==> src/verilog/frs_pkg.sv <==
// constants and types for the fault response and status summary block
package frs_pkg;
   // command codes (management bus command numbers)
   localparam logic [7:0] CMD_OPERATION = 8'h01;
   localparam logic [7:0] CMD_ON_OFF_CONFIG = 8'h02;
   localparam logic [7:0] CMD_CLEAR_FAULTS = 8'h03;
   localparam logic [7:0] CMD_TON_RESPONSE = 8'h63;
   localparam logic [7:0] CMD_STATUS_BYTE = 8'h78;
   localparam logic [7:0] CMD_STATUS_WORD = 8'h79;
   // start-up timeout response fields
   localparam int RESP_ACTION_HI = 7;
   localparam int RESP_ACTION_LO = 6;
   localparam int RESP_RETRY_HI = 5;
   localparam int RESP_RETRY_LO = 3;
   localparam logic [7:0] RESP_WRITE_MASK = 8'hf8;
   localparam logic [7:0] RESP_RESET = 8'h80;
   // operation register on bit
   localparam int OPER_ON_BIT = 7;
   localparam logic [7:0] OPER_RESET = 8'h00;
   // summary word bit positions
   localparam int SW_VOUT = 15;
   localparam int SW_INPUT = 13;
   localparam int SW_MFR = 12;
   localparam int SW_PNG = 11;
   localparam int SW_BUSY = 7;
   localparam int SW_OFF = 6;
   localparam int SW_VOUT_OV = 5;
   localparam int SW_VIN_UV = 3;
   localparam int SW_TEMP = 2;
   localparam int SW_CML = 1;
   localparam int SW_HIGH = 0;
   // channel states
   typedef enum logic [2:0] {
      FRS_OFF = 3'b000,
      FRS_ON = 3'b001,
      FRS_DELAY = 3'b010,
      FRS_RETRY = 3'b011,
      FRS_LATCHED = 3'b100
   } frs_state_t;
endpackage

==> src/verilog/frs_fault_status.sv <==
// fault response, latched-off control and summary status for one channel
`timescale 1ns/1ps
`default_nettype none
module frs_fault_status (
   // clock and reset
   input wire logic clock,
   input wire logic rst_n,
   // command port
   input wire logic cmd_valid,
   input wire logic cmd_read,
   input wire logic [7:0] cmd_code,
   input wire logic [7:0] cmd_wdata,
   input wire logic bus_busy,
   output logic rsp_valid,
   output logic [15:0] rsp_data,
   // channel pins and configuration
   input wire logic control_pin,
   input wire logic input_sense_pin,
   input wire logic delayed_off_mode,
   input wire logic [15:0] toff_delay,
   input wire logic [2:0] global_retry_count,
   input wire logic power_good_enable,
   input wire logic power_good_out,
   // fault and warning events
   input wire logic ton_timeout,
   input wire logic other_fault_off,
   input wire logic vout_event,
   input wire logic output_overvoltage_flag,
   input wire logic input_event,
   input wire logic input_undervoltage_flag,
   input wire logic mfr_event,
   input wire logic temp_event,
   input wire logic cml_event,
   // outputs
   output logic channel_enable,
   output logic alert_n
);
   ////////////////////////////////////////////////////////////////////////////
   frs_pkg::frs_state_t state;
   frs_pkg::frs_state_t next_state;
   logic [7:0] ton_response;
   logic [7:0] oper;
   logic [2:0] retries_left;
   logic [15:0] off_count;
   logic control_q;
   logic bias_q;
   logic [15:0] sticky;
   logic [15:0] word;
   logic wr;
   logic rd;
   logic clear_cmd;
   logic run_cmd;
   logic enabled;
   logic release_evt;
   logic bias_lost;
   logic act_nonzero;
   logic retry_nonzero;
   logic shut_now;
   logic can_retry;
   logic user_on;
   logic pnot_good;

   assign wr = cmd_valid & ~cmd_read;
   assign rd = cmd_valid & cmd_read;
   assign clear_cmd = wr & (cmd_code == frs_pkg::CMD_CLEAR_FAULTS);
   assign run_cmd = wr & ((cmd_code == frs_pkg::CMD_OPERATION)
      | (cmd_code == frs_pkg::CMD_ON_OFF_CONFIG));
   assign enabled = control_pin & oper[frs_pkg::OPER_ON_BIT] & input_sense_pin;
   assign bias_lost = bias_q & ~input_sense_pin;
   assign release_evt = (control_pin != control_q) | run_cmd | bias_lost;
   assign act_nonzero = |ton_response[frs_pkg::RESP_ACTION_HI:frs_pkg::RESP_ACTION_LO];
   assign retry_nonzero = |ton_response[frs_pkg::RESP_RETRY_HI:frs_pkg::RESP_RETRY_LO];
   assign can_retry = retry_nonzero & (retries_left != 3'h0);
   assign shut_now = ton_timeout & act_nonzero & ~delayed_off_mode;
   assign user_on = (state == frs_pkg::FRS_OFF) & enabled;

   ////////////////////////////////////////////////////////////////////////////
   // registers written by commands
   always_ff @(posedge clock or negedge rst_n)
   begin
      if (!rst_n)
      begin
         ton_response <= frs_pkg::RESP_RESET;
         oper <= frs_pkg::OPER_RESET;
      end
      else
      begin
         if (wr && cmd_code == frs_pkg::CMD_TON_RESPONSE)
         begin
            ton_response <= cmd_wdata & frs_pkg::RESP_WRITE_MASK;
         end
         if (wr && cmd_code == frs_pkg::CMD_OPERATION)
         begin
            oper <= cmd_wdata;
         end
      end
   end

   always_ff @(posedge clock or negedge rst_n)
   begin
      if (!rst_n)
      begin
         control_q <= 1'b0;
         bias_q <= 1'b0;
      end
      else
      begin
         control_q <= control_pin;
         bias_q <= input_sense_pin;
      end
   end

   ////////////////////////////////////////////////////////////////////////////
   // channel state machine
   always_comb
   begin
      next_state = state;
      case (state)
         frs_pkg::FRS_OFF:
         begin
            if (enabled)
            begin
               next_state = frs_pkg::FRS_ON;
            end
         end
         frs_pkg::FRS_ON:
         begin
            if (!enabled)
            begin
               next_state = frs_pkg::FRS_OFF;
            end
            else if (other_fault_off)
            begin
               next_state = frs_pkg::FRS_LATCHED;
            end
            else if (ton_timeout && act_nonzero && delayed_off_mode)
            begin
               next_state = frs_pkg::FRS_DELAY;
            end
            else if (shut_now)
            begin
               next_state = can_retry ? frs_pkg::FRS_RETRY : frs_pkg::FRS_LATCHED;
            end
         end
         frs_pkg::FRS_DELAY:
         begin
            if (!enabled)
            begin
               next_state = frs_pkg::FRS_OFF;
            end
            else if (other_fault_off)
            begin
               next_state = frs_pkg::FRS_LATCHED;
            end
            else if (off_count == 16'h0000)
            begin
               next_state = can_retry ? frs_pkg::FRS_RETRY : frs_pkg::FRS_LATCHED;
            end
         end
         frs_pkg::FRS_RETRY:
         begin
            next_state = enabled ? frs_pkg::FRS_ON : frs_pkg::FRS_OFF;
         end
         frs_pkg::FRS_LATCHED:
         begin
            if (release_evt)
            begin
               next_state = frs_pkg::FRS_OFF;
            end
         end
         default:
         begin
            next_state = frs_pkg::FRS_OFF;
         end
      endcase
   end

   always_ff @(posedge clock or negedge rst_n)
   begin
      if (!rst_n)
      begin
         state <= frs_pkg::FRS_OFF;
      end
      else
      begin
         state <= next_state;
      end
   end

   always_ff @(posedge clock or negedge rst_n)
   begin
      if (!rst_n)
      begin
         off_count <= 16'h0000;
      end
      else if (state != frs_pkg::FRS_DELAY)
      begin
         off_count <= toff_delay;
      end
      else if (off_count != 16'h0000)
      begin
         off_count <= off_count - 16'h0001;
      end
   end

   always_ff @(posedge clock or negedge rst_n)
   begin
      if (!rst_n)
      begin
         retries_left <= 3'h0;
      end
      else if (user_on)
      begin
         retries_left <= global_retry_count;
      end
      else if (next_state == frs_pkg::FRS_RETRY && state != frs_pkg::FRS_RETRY)
      begin
         retries_left <= retries_left - 3'h1;
      end
   end

   always_ff @(posedge clock or negedge rst_n)
   begin
      if (!rst_n)
      begin
         channel_enable <= 1'b0;
      end
      else
      begin
         channel_enable <= (next_state == frs_pkg::FRS_ON)
            | (next_state == frs_pkg::FRS_DELAY);
      end
   end

   ////////////////////////////////////////////////////////////////////////////
   // sticky summary bits, set wins over clear
   logic [15:0] set_vec;
   always_comb
   begin
      set_vec = 16'h0000;
      set_vec[frs_pkg::SW_VOUT] = vout_event | output_overvoltage_flag | ton_timeout;
      set_vec[frs_pkg::SW_INPUT] = input_event | input_undervoltage_flag;
      set_vec[frs_pkg::SW_MFR] = mfr_event;
      set_vec[frs_pkg::SW_BUSY] = cmd_valid & bus_busy;
      set_vec[frs_pkg::SW_VOUT_OV] = output_overvoltage_flag;
      set_vec[frs_pkg::SW_VIN_UV] = input_undervoltage_flag;
      set_vec[frs_pkg::SW_TEMP] = temp_event;
      set_vec[frs_pkg::SW_CML] = cml_event;
      set_vec[frs_pkg::SW_HIGH] = ton_timeout | vout_event | input_event | mfr_event;
   end

   always_ff @(posedge clock or negedge rst_n)
   begin
      if (!rst_n)
      begin
         sticky <= 16'h0000;
      end
      else
      begin
         sticky <= set_vec | ((clear_cmd | user_on) ? 16'h0000 : sticky);
      end
   end

   assign pnot_good = power_good_enable & ~power_good_out;
   always_comb
   begin
      word = sticky;
      word[frs_pkg::SW_PNG] = pnot_good;
      word[frs_pkg::SW_OFF] = ~channel_enable;
      word[frs_pkg::SW_HIGH] = sticky[frs_pkg::SW_HIGH] | pnot_good;
   end
   assign alert_n = ~(|sticky);

   ////////////////////////////////////////////////////////////////////////////
   // read answers
   always_ff @(posedge clock or negedge rst_n)
   begin
      if (!rst_n)
      begin
         rsp_valid <= 1'b0;
         rsp_data <= 16'h0000;
      end
      else
      begin
         rsp_valid <= rd;
         if (rd)
         begin
            case (cmd_code)
               frs_pkg::CMD_STATUS_BYTE: rsp_data <= {8'h00, word[7:0]};
               frs_pkg::CMD_STATUS_WORD: rsp_data <= word;
               frs_pkg::CMD_TON_RESPONSE: rsp_data <= {8'h00, ton_response};
               frs_pkg::CMD_OPERATION: rsp_data <= {8'h00, oper};
               default: rsp_data <= 16'h0000;
            endcase
         end
      end
   end
endmodule // frs_fault_status
`default_nettype wire

==> config.mk <==
export PLATFORM = sky130hd
export DESIGN_NAME = frs_fault_status
export DESIGN_NICKNAME = d
export VERILOG_FILES = /design/src/verilog/frs_pkg.sv /design/src/verilog/frs_fault_status.sv
export SDC_FILE = /design/constraint.sdc
export NUM_CORES = 1
export LEC_CHECK = 0
export ABC_CLOCK_PERIOD_IN_PS = 5420
export BUFFER_PORTS_ARGS = -buffer_cell sky130_fd_sc_hd__clkbuf_2
export CAP_MARGIN = 10
export CORE_MARGIN = 2
export CORE_UTILIZATION = 58
export DETAILED_ROUTE_END_ITERATION = 10
export GPL_ROUTABILITY_DRIVEN = 0
export GPL_TIMING_DRIVEN = 1
export HOLD_SLACK_MARGIN = 0.05
export PLACE_DENSITY_LB_ADDON = 0.2
export SLEW_MARGIN = 30
export SYNTH_ARGS = -nofsm -noshare
export SYNTH_HDL_FRONTEND = slang
export SYNTH_SLANG_ARGS = --single-unit
==> constraint.sdc <==
create_clock -name clock -period 5.42 [get_ports clock]
set_input_delay 1.084 -clock clock [delete_from_list [all_inputs] [get_ports clock]]
set_output_delay 1.084 -clock clock [all_outputs]
set_load 0.01 [all_outputs]
==> results of run 1 <==
layer usage:
| metal | track usage (%) | vias up |
|---|---|---|
| li1 | - | 1200 |
| met1 | 31.8 | 1133 |
| met2 | 38.8 | 70 |
| met3 | 8.77 | 12 |
| met4 | 8.91 | 0 |
| met5 | 0 | - |
area by class of cell:
cell class,count,share of cell area (%)
sequential,60,41.3
multi-input combinational,214,39.2
inverter,11,1.13
clock inverter,6,2.41
clock buffer,10,3.78
timing repair buffer,70,9.76
tap,70,2.41
worst max-delay path, cell delays in order, from the launching register on:
cell and delay, ns:
dfrtp_1 0.40, nor4_1 0.27, nand2_1 0.09, nor4_1 0.20
clkbuf_2 0.18
flip-flops by register name (all words and copies together), names as in the netlist:
register,cells
retries_left,3
ton_response,5
state,3
off_count,16
rsp_data,12
sticky,9
oper,8
bias_q,1
rsp_valid,1
channel_enable,1
control_q,1
worst paths after layout:
check,cells after the start,slack (ns),end,startpoint
max,4,2.86,alert_n,sticky[5]
max reg2reg,6,3.02,retries_left[2],state[1]
min,2,0.48,rsp_data[11],rsp_data[11]
min reg2reg,2,0.48,rsp_data[11],rsp_data[11]
max in group asynchronous,2,4.03,off_count[5],rst_n
min in group asynchronous,2,0.89,off_count[6],rst_n
cell usage in the layout (no fill, tap or decap), drive strengths merged, types with 3 or more instances in the layout:
master   n
a31oi    3
mux2    13
clkinv   4
nor3    15
nor2    14
nand2   47
a21oi    7
ha       4
xnor2    8
xor2     7
inv     11
clkbuf  78
a22oi    3
o21ai   33
nor4    10
nand3    4
a222oi   4
conb     4
dfrtp   59
nand4    3
nor2b    3
a21o     5
report_power, final:
part           leakage [nW]  switching (W)  internal [W]
Combinational         0.837      0.0000429     0.0000339
Sequential            0.732      0.0000130      0.000462
Clock                 0.116       0.000174      0.000271
kinds of logic (layout without fill, tap and decap cells):
family          Yosys count  after routing  synth area share [%]
mux                      15             15                  5.45
flops                    60             60                  49.2
fa+ha+maj                 4              4                  1.64
other cells               1              4                 0.123
buf+inv                  25             97                  4.42
simple gates            107            107                  18.5
compound gates           69             69                  16.4
xor+xnor                 15             15                  4.30
through the flow:
stage          hold slack [ns]  instance area (um2)  power [W]  setup slack [ns]  utilization [%]
2_1_floorplan            0.464                 3070   0.000519              2.95                -
3_3_place_gp             0.464                 3420   0.000558              2.77             66.9
3_5_place_dp             0.458                 3420   0.000560              2.68             66.9
4_1_cts                  0.478                 3640    0.00101              2.84             71.3
5_1_grt                  0.519                 3640    0.00104              2.74             71.3
6_report                 0.480                 3640   0.000997              2.86             71.3
==> metrics.md, run 1 <==
| Metric | Value |
|---|---|
| Fmax | `390 MHz` |
| Final worst path period need | `2.56 ns` |
| CP max FO | `3` |
| Hold Vio Cnt, Final | `0` |
| Max-Cap Viols | `0` |
| Cell variety after synth | `49` |
| Ys flop type | `dfrtp_1` |
| Initial antenna violation count | `0` |
| Crit share post-route | `47.3%` |
| Yosys reg bits | `60` |
| Met2 wire len | `3170 um` |
| Starting DRT DRC Count | `165` |
| Most common cell in the netlist | `dfrtp_1` |
| Clock Skews | `0.00952 ns` |
| Count of hold-fix buffers inserted at cts | `0` |
| Synth area leaders | `dfrtp_1 48%, nand2_1 5.8%, o21ai_0 5.2%, mux2_2 4.8%, nor3_1 2.5%` |
| Proportion of layout cells with a drive suffix above 1 | `30.2%` |
| RSZ-0062 raised after global routing | `no` |
| Syn Area/Cell | `10.3 um2` |
| WL met3 | `357 um` |
| Final setup TNS | `0 ns` |
| Relative slew slack | `36.1%` |
| Worst slew pin tran | `0.951 ns` |
| Synthesized area | `3060 um2` |
| Core ar. | `5110 um2` |
| Final #Nets | `424` |
| TritonCTS buffer count | `9` |
| Die width | `76.6 um` |
| CTS Sinks | `60` |
| Multi-input gate area | `1430 um2` |
| H-tree Lvls | `3` |
| Inst Count DP | `425` |
| Total overflow reported by the global router | `0` |
| Rows | `26` |
| Worst EP arrival | `1.48 ns` |
| Commonest cells post-synth | `59 x dfrtp_1, 47 x nand2_1, 32 x o21ai_0, 15 x nor3_1, 14 x nor2_1` |
| Worst setup EP type | `output pin` |
| Storage element area | `1500 um2` |
| Layout area overhead | `19.2%` |
| Clk_lat worst skew | `0.34 ns` |
| Req. time, crit path | `4.34 ns` |
| Hold WC Path Type | `reg -> reg` |
| Routed vias/inst | `5.48` |
| Asr flop ratio synth | `100%` |
| Vias in the first global route | `2443` |
| Antenna Cells | `0` |
| P_leak | `1.69 nW` |
| DR pass1 iterations | `4` |
| Maximum vdd drop | `198 uV` |
| CTS resizes | `0` |
| Outcome | `finished clean` |
| PwrDens | `274 nW/um2` |
| CTS max path bufs | `2` |
| DIE AREA | `5860 um2` |
| Setup violations, final | `0` |
| Metal-1 WL | `3010 um` |
| Top sig layer | `met4` |
| Post-synth EDFFs | `0` |
| Crit Path Category | `reg -> out` |
| DRC | `0` |
| First-pass GRT wire length | `11200 um` |
| Vias | `2415` |
| Final std cells w/o fill | `441` |
| Largest net degree at the start of global routing | `61` |
| CTS clk-pin slew, worst paths | `0.07 ns` |
| GRT Util Overall | `24.7%` |
| WL final | `6680 um` |
| WL/cell | `15.1 um` |
| Chip height | `76.6 um` |
| Synth Instances | `296` |
| Fill cells | `406` |
| Routed Antenna Nets | `0` |
| Postcts setup bufs | `0` |
| CTS tree | `done` |
| Max Slew Vio Count | `0` |
| Crit start category | `register` |
| CTS root buf | `clkbuf_8` |
| Num ports | `73` |
| Synth warn | `0` |
| DP HPWL | `4930 um` |
| Starting Density | `59.8%` |
| Area leader, netlist | `dfrtp_1` |
| Number of buffers inserted by port buffering | `68` |
| Sequential fraction of the synthesis area | `49.2%` |
| Synth top area share | `48.3%` |
(Power assumes the default switching activity.)
==> run 2: changes to the inputs <==
Settings changed: ABC_AREA set to 1, ABC_CLOCK_PERIOD_IN_PS 5420 to 2300, CORE_UTILIZATION 58 to 49.
Clock period 5.42 ns to 2.3 ns, I/O delays scaled along.
==> metrics.md, run 2 <==
| Metric | Value |
|---|---|
| Synth warn | `0 (unchanged)` |
| Crit start category | `register (unchanged)` |
| Clk_lat worst skew | `0.35 ns (was 0.34 ns)` |
| Ys flop type | `dfrtp_1 (unchanged)` |
| Sequential fraction of the synthesis area | `44.8% (was 49.2%)` |
| Inst Count DP | `551 (was 425)` |
| Synthesized area | `3350 um2 (was 3060 um2)` |
| Hold Vio Cnt, Final | `0 (unchanged)` |
| CTS max path bufs | `2 (unchanged)` |
| Final setup TNS | `0 ns (unchanged)` |
| Register with the most flip-flops | `off_count (unchanged)` |
| Area leader, netlist | `dfrtp_1 (unchanged)` |
| Sw Ratio | `29.1% (was 23.1%)` |
| Multiplexer share of the synthesized area | `1.34% (was 5.45%)` |
| Clock Skews | `0.0146 ns (was 0.00952 ns)` |
| WHS | `0.100 ns (was 0.480 ns)` |
| DP HPWL | `5850 um (was 4930 um)` |
| Worst reg2reg path depth | `13 (was 6)` |
| Simple-gate area share of the yosys netlist | `26.0% (was 18.5%)` |
| Count of hold-fix buffers inserted at cts | `0 (unchanged)` |
| Synth top area share | `44.0% (was 48.3%)` |
| Crit path buf inv count | `2 (was 1)` |
| WL/cell | `13.5 um (was 15.1 um)` |
| Die width | `86.7 um (was 76.6 um)` |
| Final #Nets | `540 (was 424)` |
| CTS Sinks | `60 (unchanged)` |
| Worst slew pin tran | `0.579 ns (was 0.951 ns)` |
| First-pass GRT wire length | `13100 um (was 11200 um)` |
| Cell variety after synth | `44 (was 49)` |
| Adder-cell share of the synthesized area | `1.49% (was 1.64%)` |
| Maximum vdd drop | `354 uV (was 198 uV)` |
| Largest regs | `off_count x16, rsp_data x12, sticky x9 (unchanged)` |
| Setup violations, final | `0 (unchanged)` |
| Crit share post-route | `77.4%` |
| Largest family of logic cells by synthesized area | `simple AND/OR/NAND/NOR gates (unchanged)` |
| CP max FO | `2 (was 3)` |
| Comb pwr share | `10.7% (was 7.7%)` |
| PwrDens | `568 nW/um2 (was 274 nW/um2)` |
| Synth area leaders | `dfrtp_1 44%, nand2_1 9.2%, inv_1 6.4%, o21ai_0 5.8%, nand3_1 4.2% (was dfrtp_1 48%, nand2_1 5.8%, o21ai_0 5.2%, mux2_2 4.8%, nor3_1 2.5%)` |
| Initial antenna violation count | `0 (unchanged)` |
| Net Switching | `0.000655 W (was 0.000230 W)` |
| TritonCTS buffer count | `9 (unchanged)` |
| Commonest non-fill, non-tap cells in the layout | `82 x nand2_1, 68 x clkbuf_2, 59 x dfrtp_1, 57 x inv_1, 39 x o21ai_0 (was 68 x clkbuf_2, 59 x dfrtp_1, 47 x nand2_1, 32 x o21ai_0, 15 x nor3_1)` |
| GRT Util Overall | `22.3% (was 24.7%)` |
| Total Power | `0.00225 W (was 0.000997 W)` |
| Relative slew slack | `61.1% (was 36.1%)` |
| DIE AREA | `7520 um2 (was 5860 um2)` |
| Clock power frac | `39.6% (was 44.6%)` |
| Vias in the first global route | `2884 (was 2443)` |
| Cell-by-cell trace of the critical path | `inv_1 -> nand3_1 -> nor4_1 -> clkbuf_2 (was nor4_1 -> nand2_1 -> nor4_1 -> clkbuf_2)` |
| Proportion of layout cells with a drive suffix above 1 | `27.3% (was 30.2%)` |
| Total overflow reported by the global router | `0 (unchanged)` |
| CP max-delay cell | `dfrtp_1 (unchanged)` |
| CP max stage delay | `0.38 ns (was 0.40 ns)` |
| Rows | `30 (was 26)` |
| Number of buffers inserted by port buffering | `68 (unchanged)` |
| H-tree Lvls | `3 (unchanged)` |
| Int Power | `0.00159 W (was 0.000767 W)` |
| Routed vias/inst | `5.13 (was 5.48)` |
| Capture point of the worst reg-to-reg path | `retries_left[2] (unchanged)` |
| Outcome | `finished clean (unchanged)` |
| Routed Antenna Nets | `0 (unchanged)` |
| Hold WC Path Type | `in -> async (was reg -> reg)` |
| Starting DRT DRC Count | `213 (was 165)` |
| Delay-heaviest family, CP | `flip-flops (was simple AND/OR/NAND/NOR gates)` |
| Asr flop ratio synth | `100% (unchanged)` |
| Reg-to-reg startpoint | `retries_left[0] (was state[1])` |
| Post-synthesis compound-gate area fraction | `14.7% (was 16.4%)` |
| DRC | `0 (unchanged)` |
| Num ports | `73 (unchanged)` |
| DR pass1 iterations | `4 (unchanged)` |
| WL final | `7670 um (was 6680 um)` |
| Post-synth EDFFs | `0 (unchanged)` |
| Yosys reg bits | `60 (unchanged)` |
| Antenna Cells | `0 (unchanged)` |
| Fmax | `562 MHz` |
| Post-synthesis xor/xnor area fraction | `2.35% (was 4.30%)` |
| Max FFs per register | `16 (unchanged)` |
| Worst reg2reg setup slack | `0.54 ns (was 3.02 ns)` |
| CTS clk-pin slew, worst paths | `0.09 ns (was 0.07 ns)` |
| Worst EP arrival | `1.32 ns (was 1.48 ns)` |
| CTS resizes | `0 (unchanged)` |
| Postcts setup bufs | `0 (unchanged)` |
| Crit Path Category | `reg -> out (unchanged)` |
| Largest net degree at the start of global routing | `61 (unchanged)` |
| Vias | `2911 (was 2415)` |
| Commonest non-fill, non-tap cell in the layout | `nand2_1 (was clkbuf_2)` |
| Fill cells | `624 (was 406)` |
| Final std cells w/o fill | `567 (was 441)` |
| CTS root buf | `clkbuf_8 (unchanged)` |
| Max-Cap Viols | `0 (unchanged)` |
| Worst setup EP type | `output pin (unchanged)` |
| CTS tree | `done (unchanged)` |
| Sequential share of power | `49.7% (was 47.7%)` |
| Max Slew Vio Count | `0 (unchanged)` |
| Core ar. | `6720 um2 (was 5110 um2)` |
| RSZ-0062 raised after global routing | `no (unchanged)` |
| Chip height | `86.7 um (was 76.6 um)` |
| Commonest cells post-synth | `82 x nand2_1, 59 x dfrtp_1, 57 x inv_1, 39 x o21ai_0, 28 x nand3_1 (was 59 x dfrtp_1, 47 x nand2_1, 32 x o21ai_0, 15 x nor3_1, 14 x nor2_1)` |
| Syn Area/Cell | `8.26 um2 (was 10.3 um2)` |
| Req. time, crit path | `1.84 ns (was 4.34 ns)` |
| Layout area overhead | `18.1% (was 19.2%)` |
| Synth Instances | `406 (was 296)` |
| Most common cell in the netlist | `nand2_1 (was dfrtp_1)` |
| Final worst path period need | `1.78 ns` |
| P_leak | `2.08 nW (was 1.69 nW)` |
| Starting Density | `49.9% (was 59.8%)` |
## run 2: cells by family after synthesis
family | count (synthesis)
flip-flops | 60
multiplexers | 3
XOR/XNOR | 9
adder cells (fa/ha/maj) | 4
other | 1
AO/OA/AOI/OAI | 82
AND/OR/NAND/NOR | 174
buffers and inverters | 73
## run 2: worst max-delay path by stage
stage                     from              end  slack (ns)  depth (start not counted)
2_1_floorplan  retries_left[0]  retries_left[0]        0.74                         13
3_3_place_gp       cmd_code[6]      rsp_data[2]        0.41                          9
3_5_place_dp       cmd_code[6]      rsp_data[2]        0.33                          9
4_1_cts              sticky[0]          alert_n        0.52                          4
5_1_grt           off_count[1]     off_count[9]        0.37                          8
6_report             sticky[0]          alert_n        0.52                          4
## run 2: metrics by stage
step           area (um2)  setup WS (ns)  utilization (%)
3_5_place_dp         3780          0.331             56.2
2_1_floorplan        3370          0.742                -
3_3_place_gp         3780          0.409             56.2
5_1_grt              3960          0.368             58.9
4_1_cts              3960          0.521             58.9
6_report             3960          0.520             58.9
## run 2: power by group through the flow
| stage | registers [W] | clock network (W) | logic (W) |
|---|---|---|---|
| after floorplan | 0.00113 | 0 | 0.000136 |
| after global placement | 0.00114 | 0 | 0.000235 |
| after detailed placement | 0.00114 | 0 | 0.000242 |
| after CTS | 0.00112 | 0.000908 | 0.000244 |
| after global routing | 0.00112 | 0.000965 | 0.000278 |
| final | 0.00112 | 0.000891 | 0.000240 |
## run 2: layer usage
| layer | vias up | routed length (um) | global-route usage [%] |
|---|---|---|---|
| met4 | 0 | 108 | 7.95 |
| met2 | 78 | 3570 | 34.8 |
| met5 | - | 0 | 0 |
| met1 | 1346 | 3650 | 31.4 |
| li1 | 1475 | - | - |
| met3 | 12 | 341 | 3.71 |
## run 2: area by class of cell
class	instances	area [um2]	share of cell area, %
sequential	60	1500	37.9
inverter	63	236	5.97
clock inverter	7	58.8	1.48
timing repair buffer	72	383	9.67
multi-input combinational	276	1560	39.3
tap	80	100	2.53
clock buffer	9	124	3.13
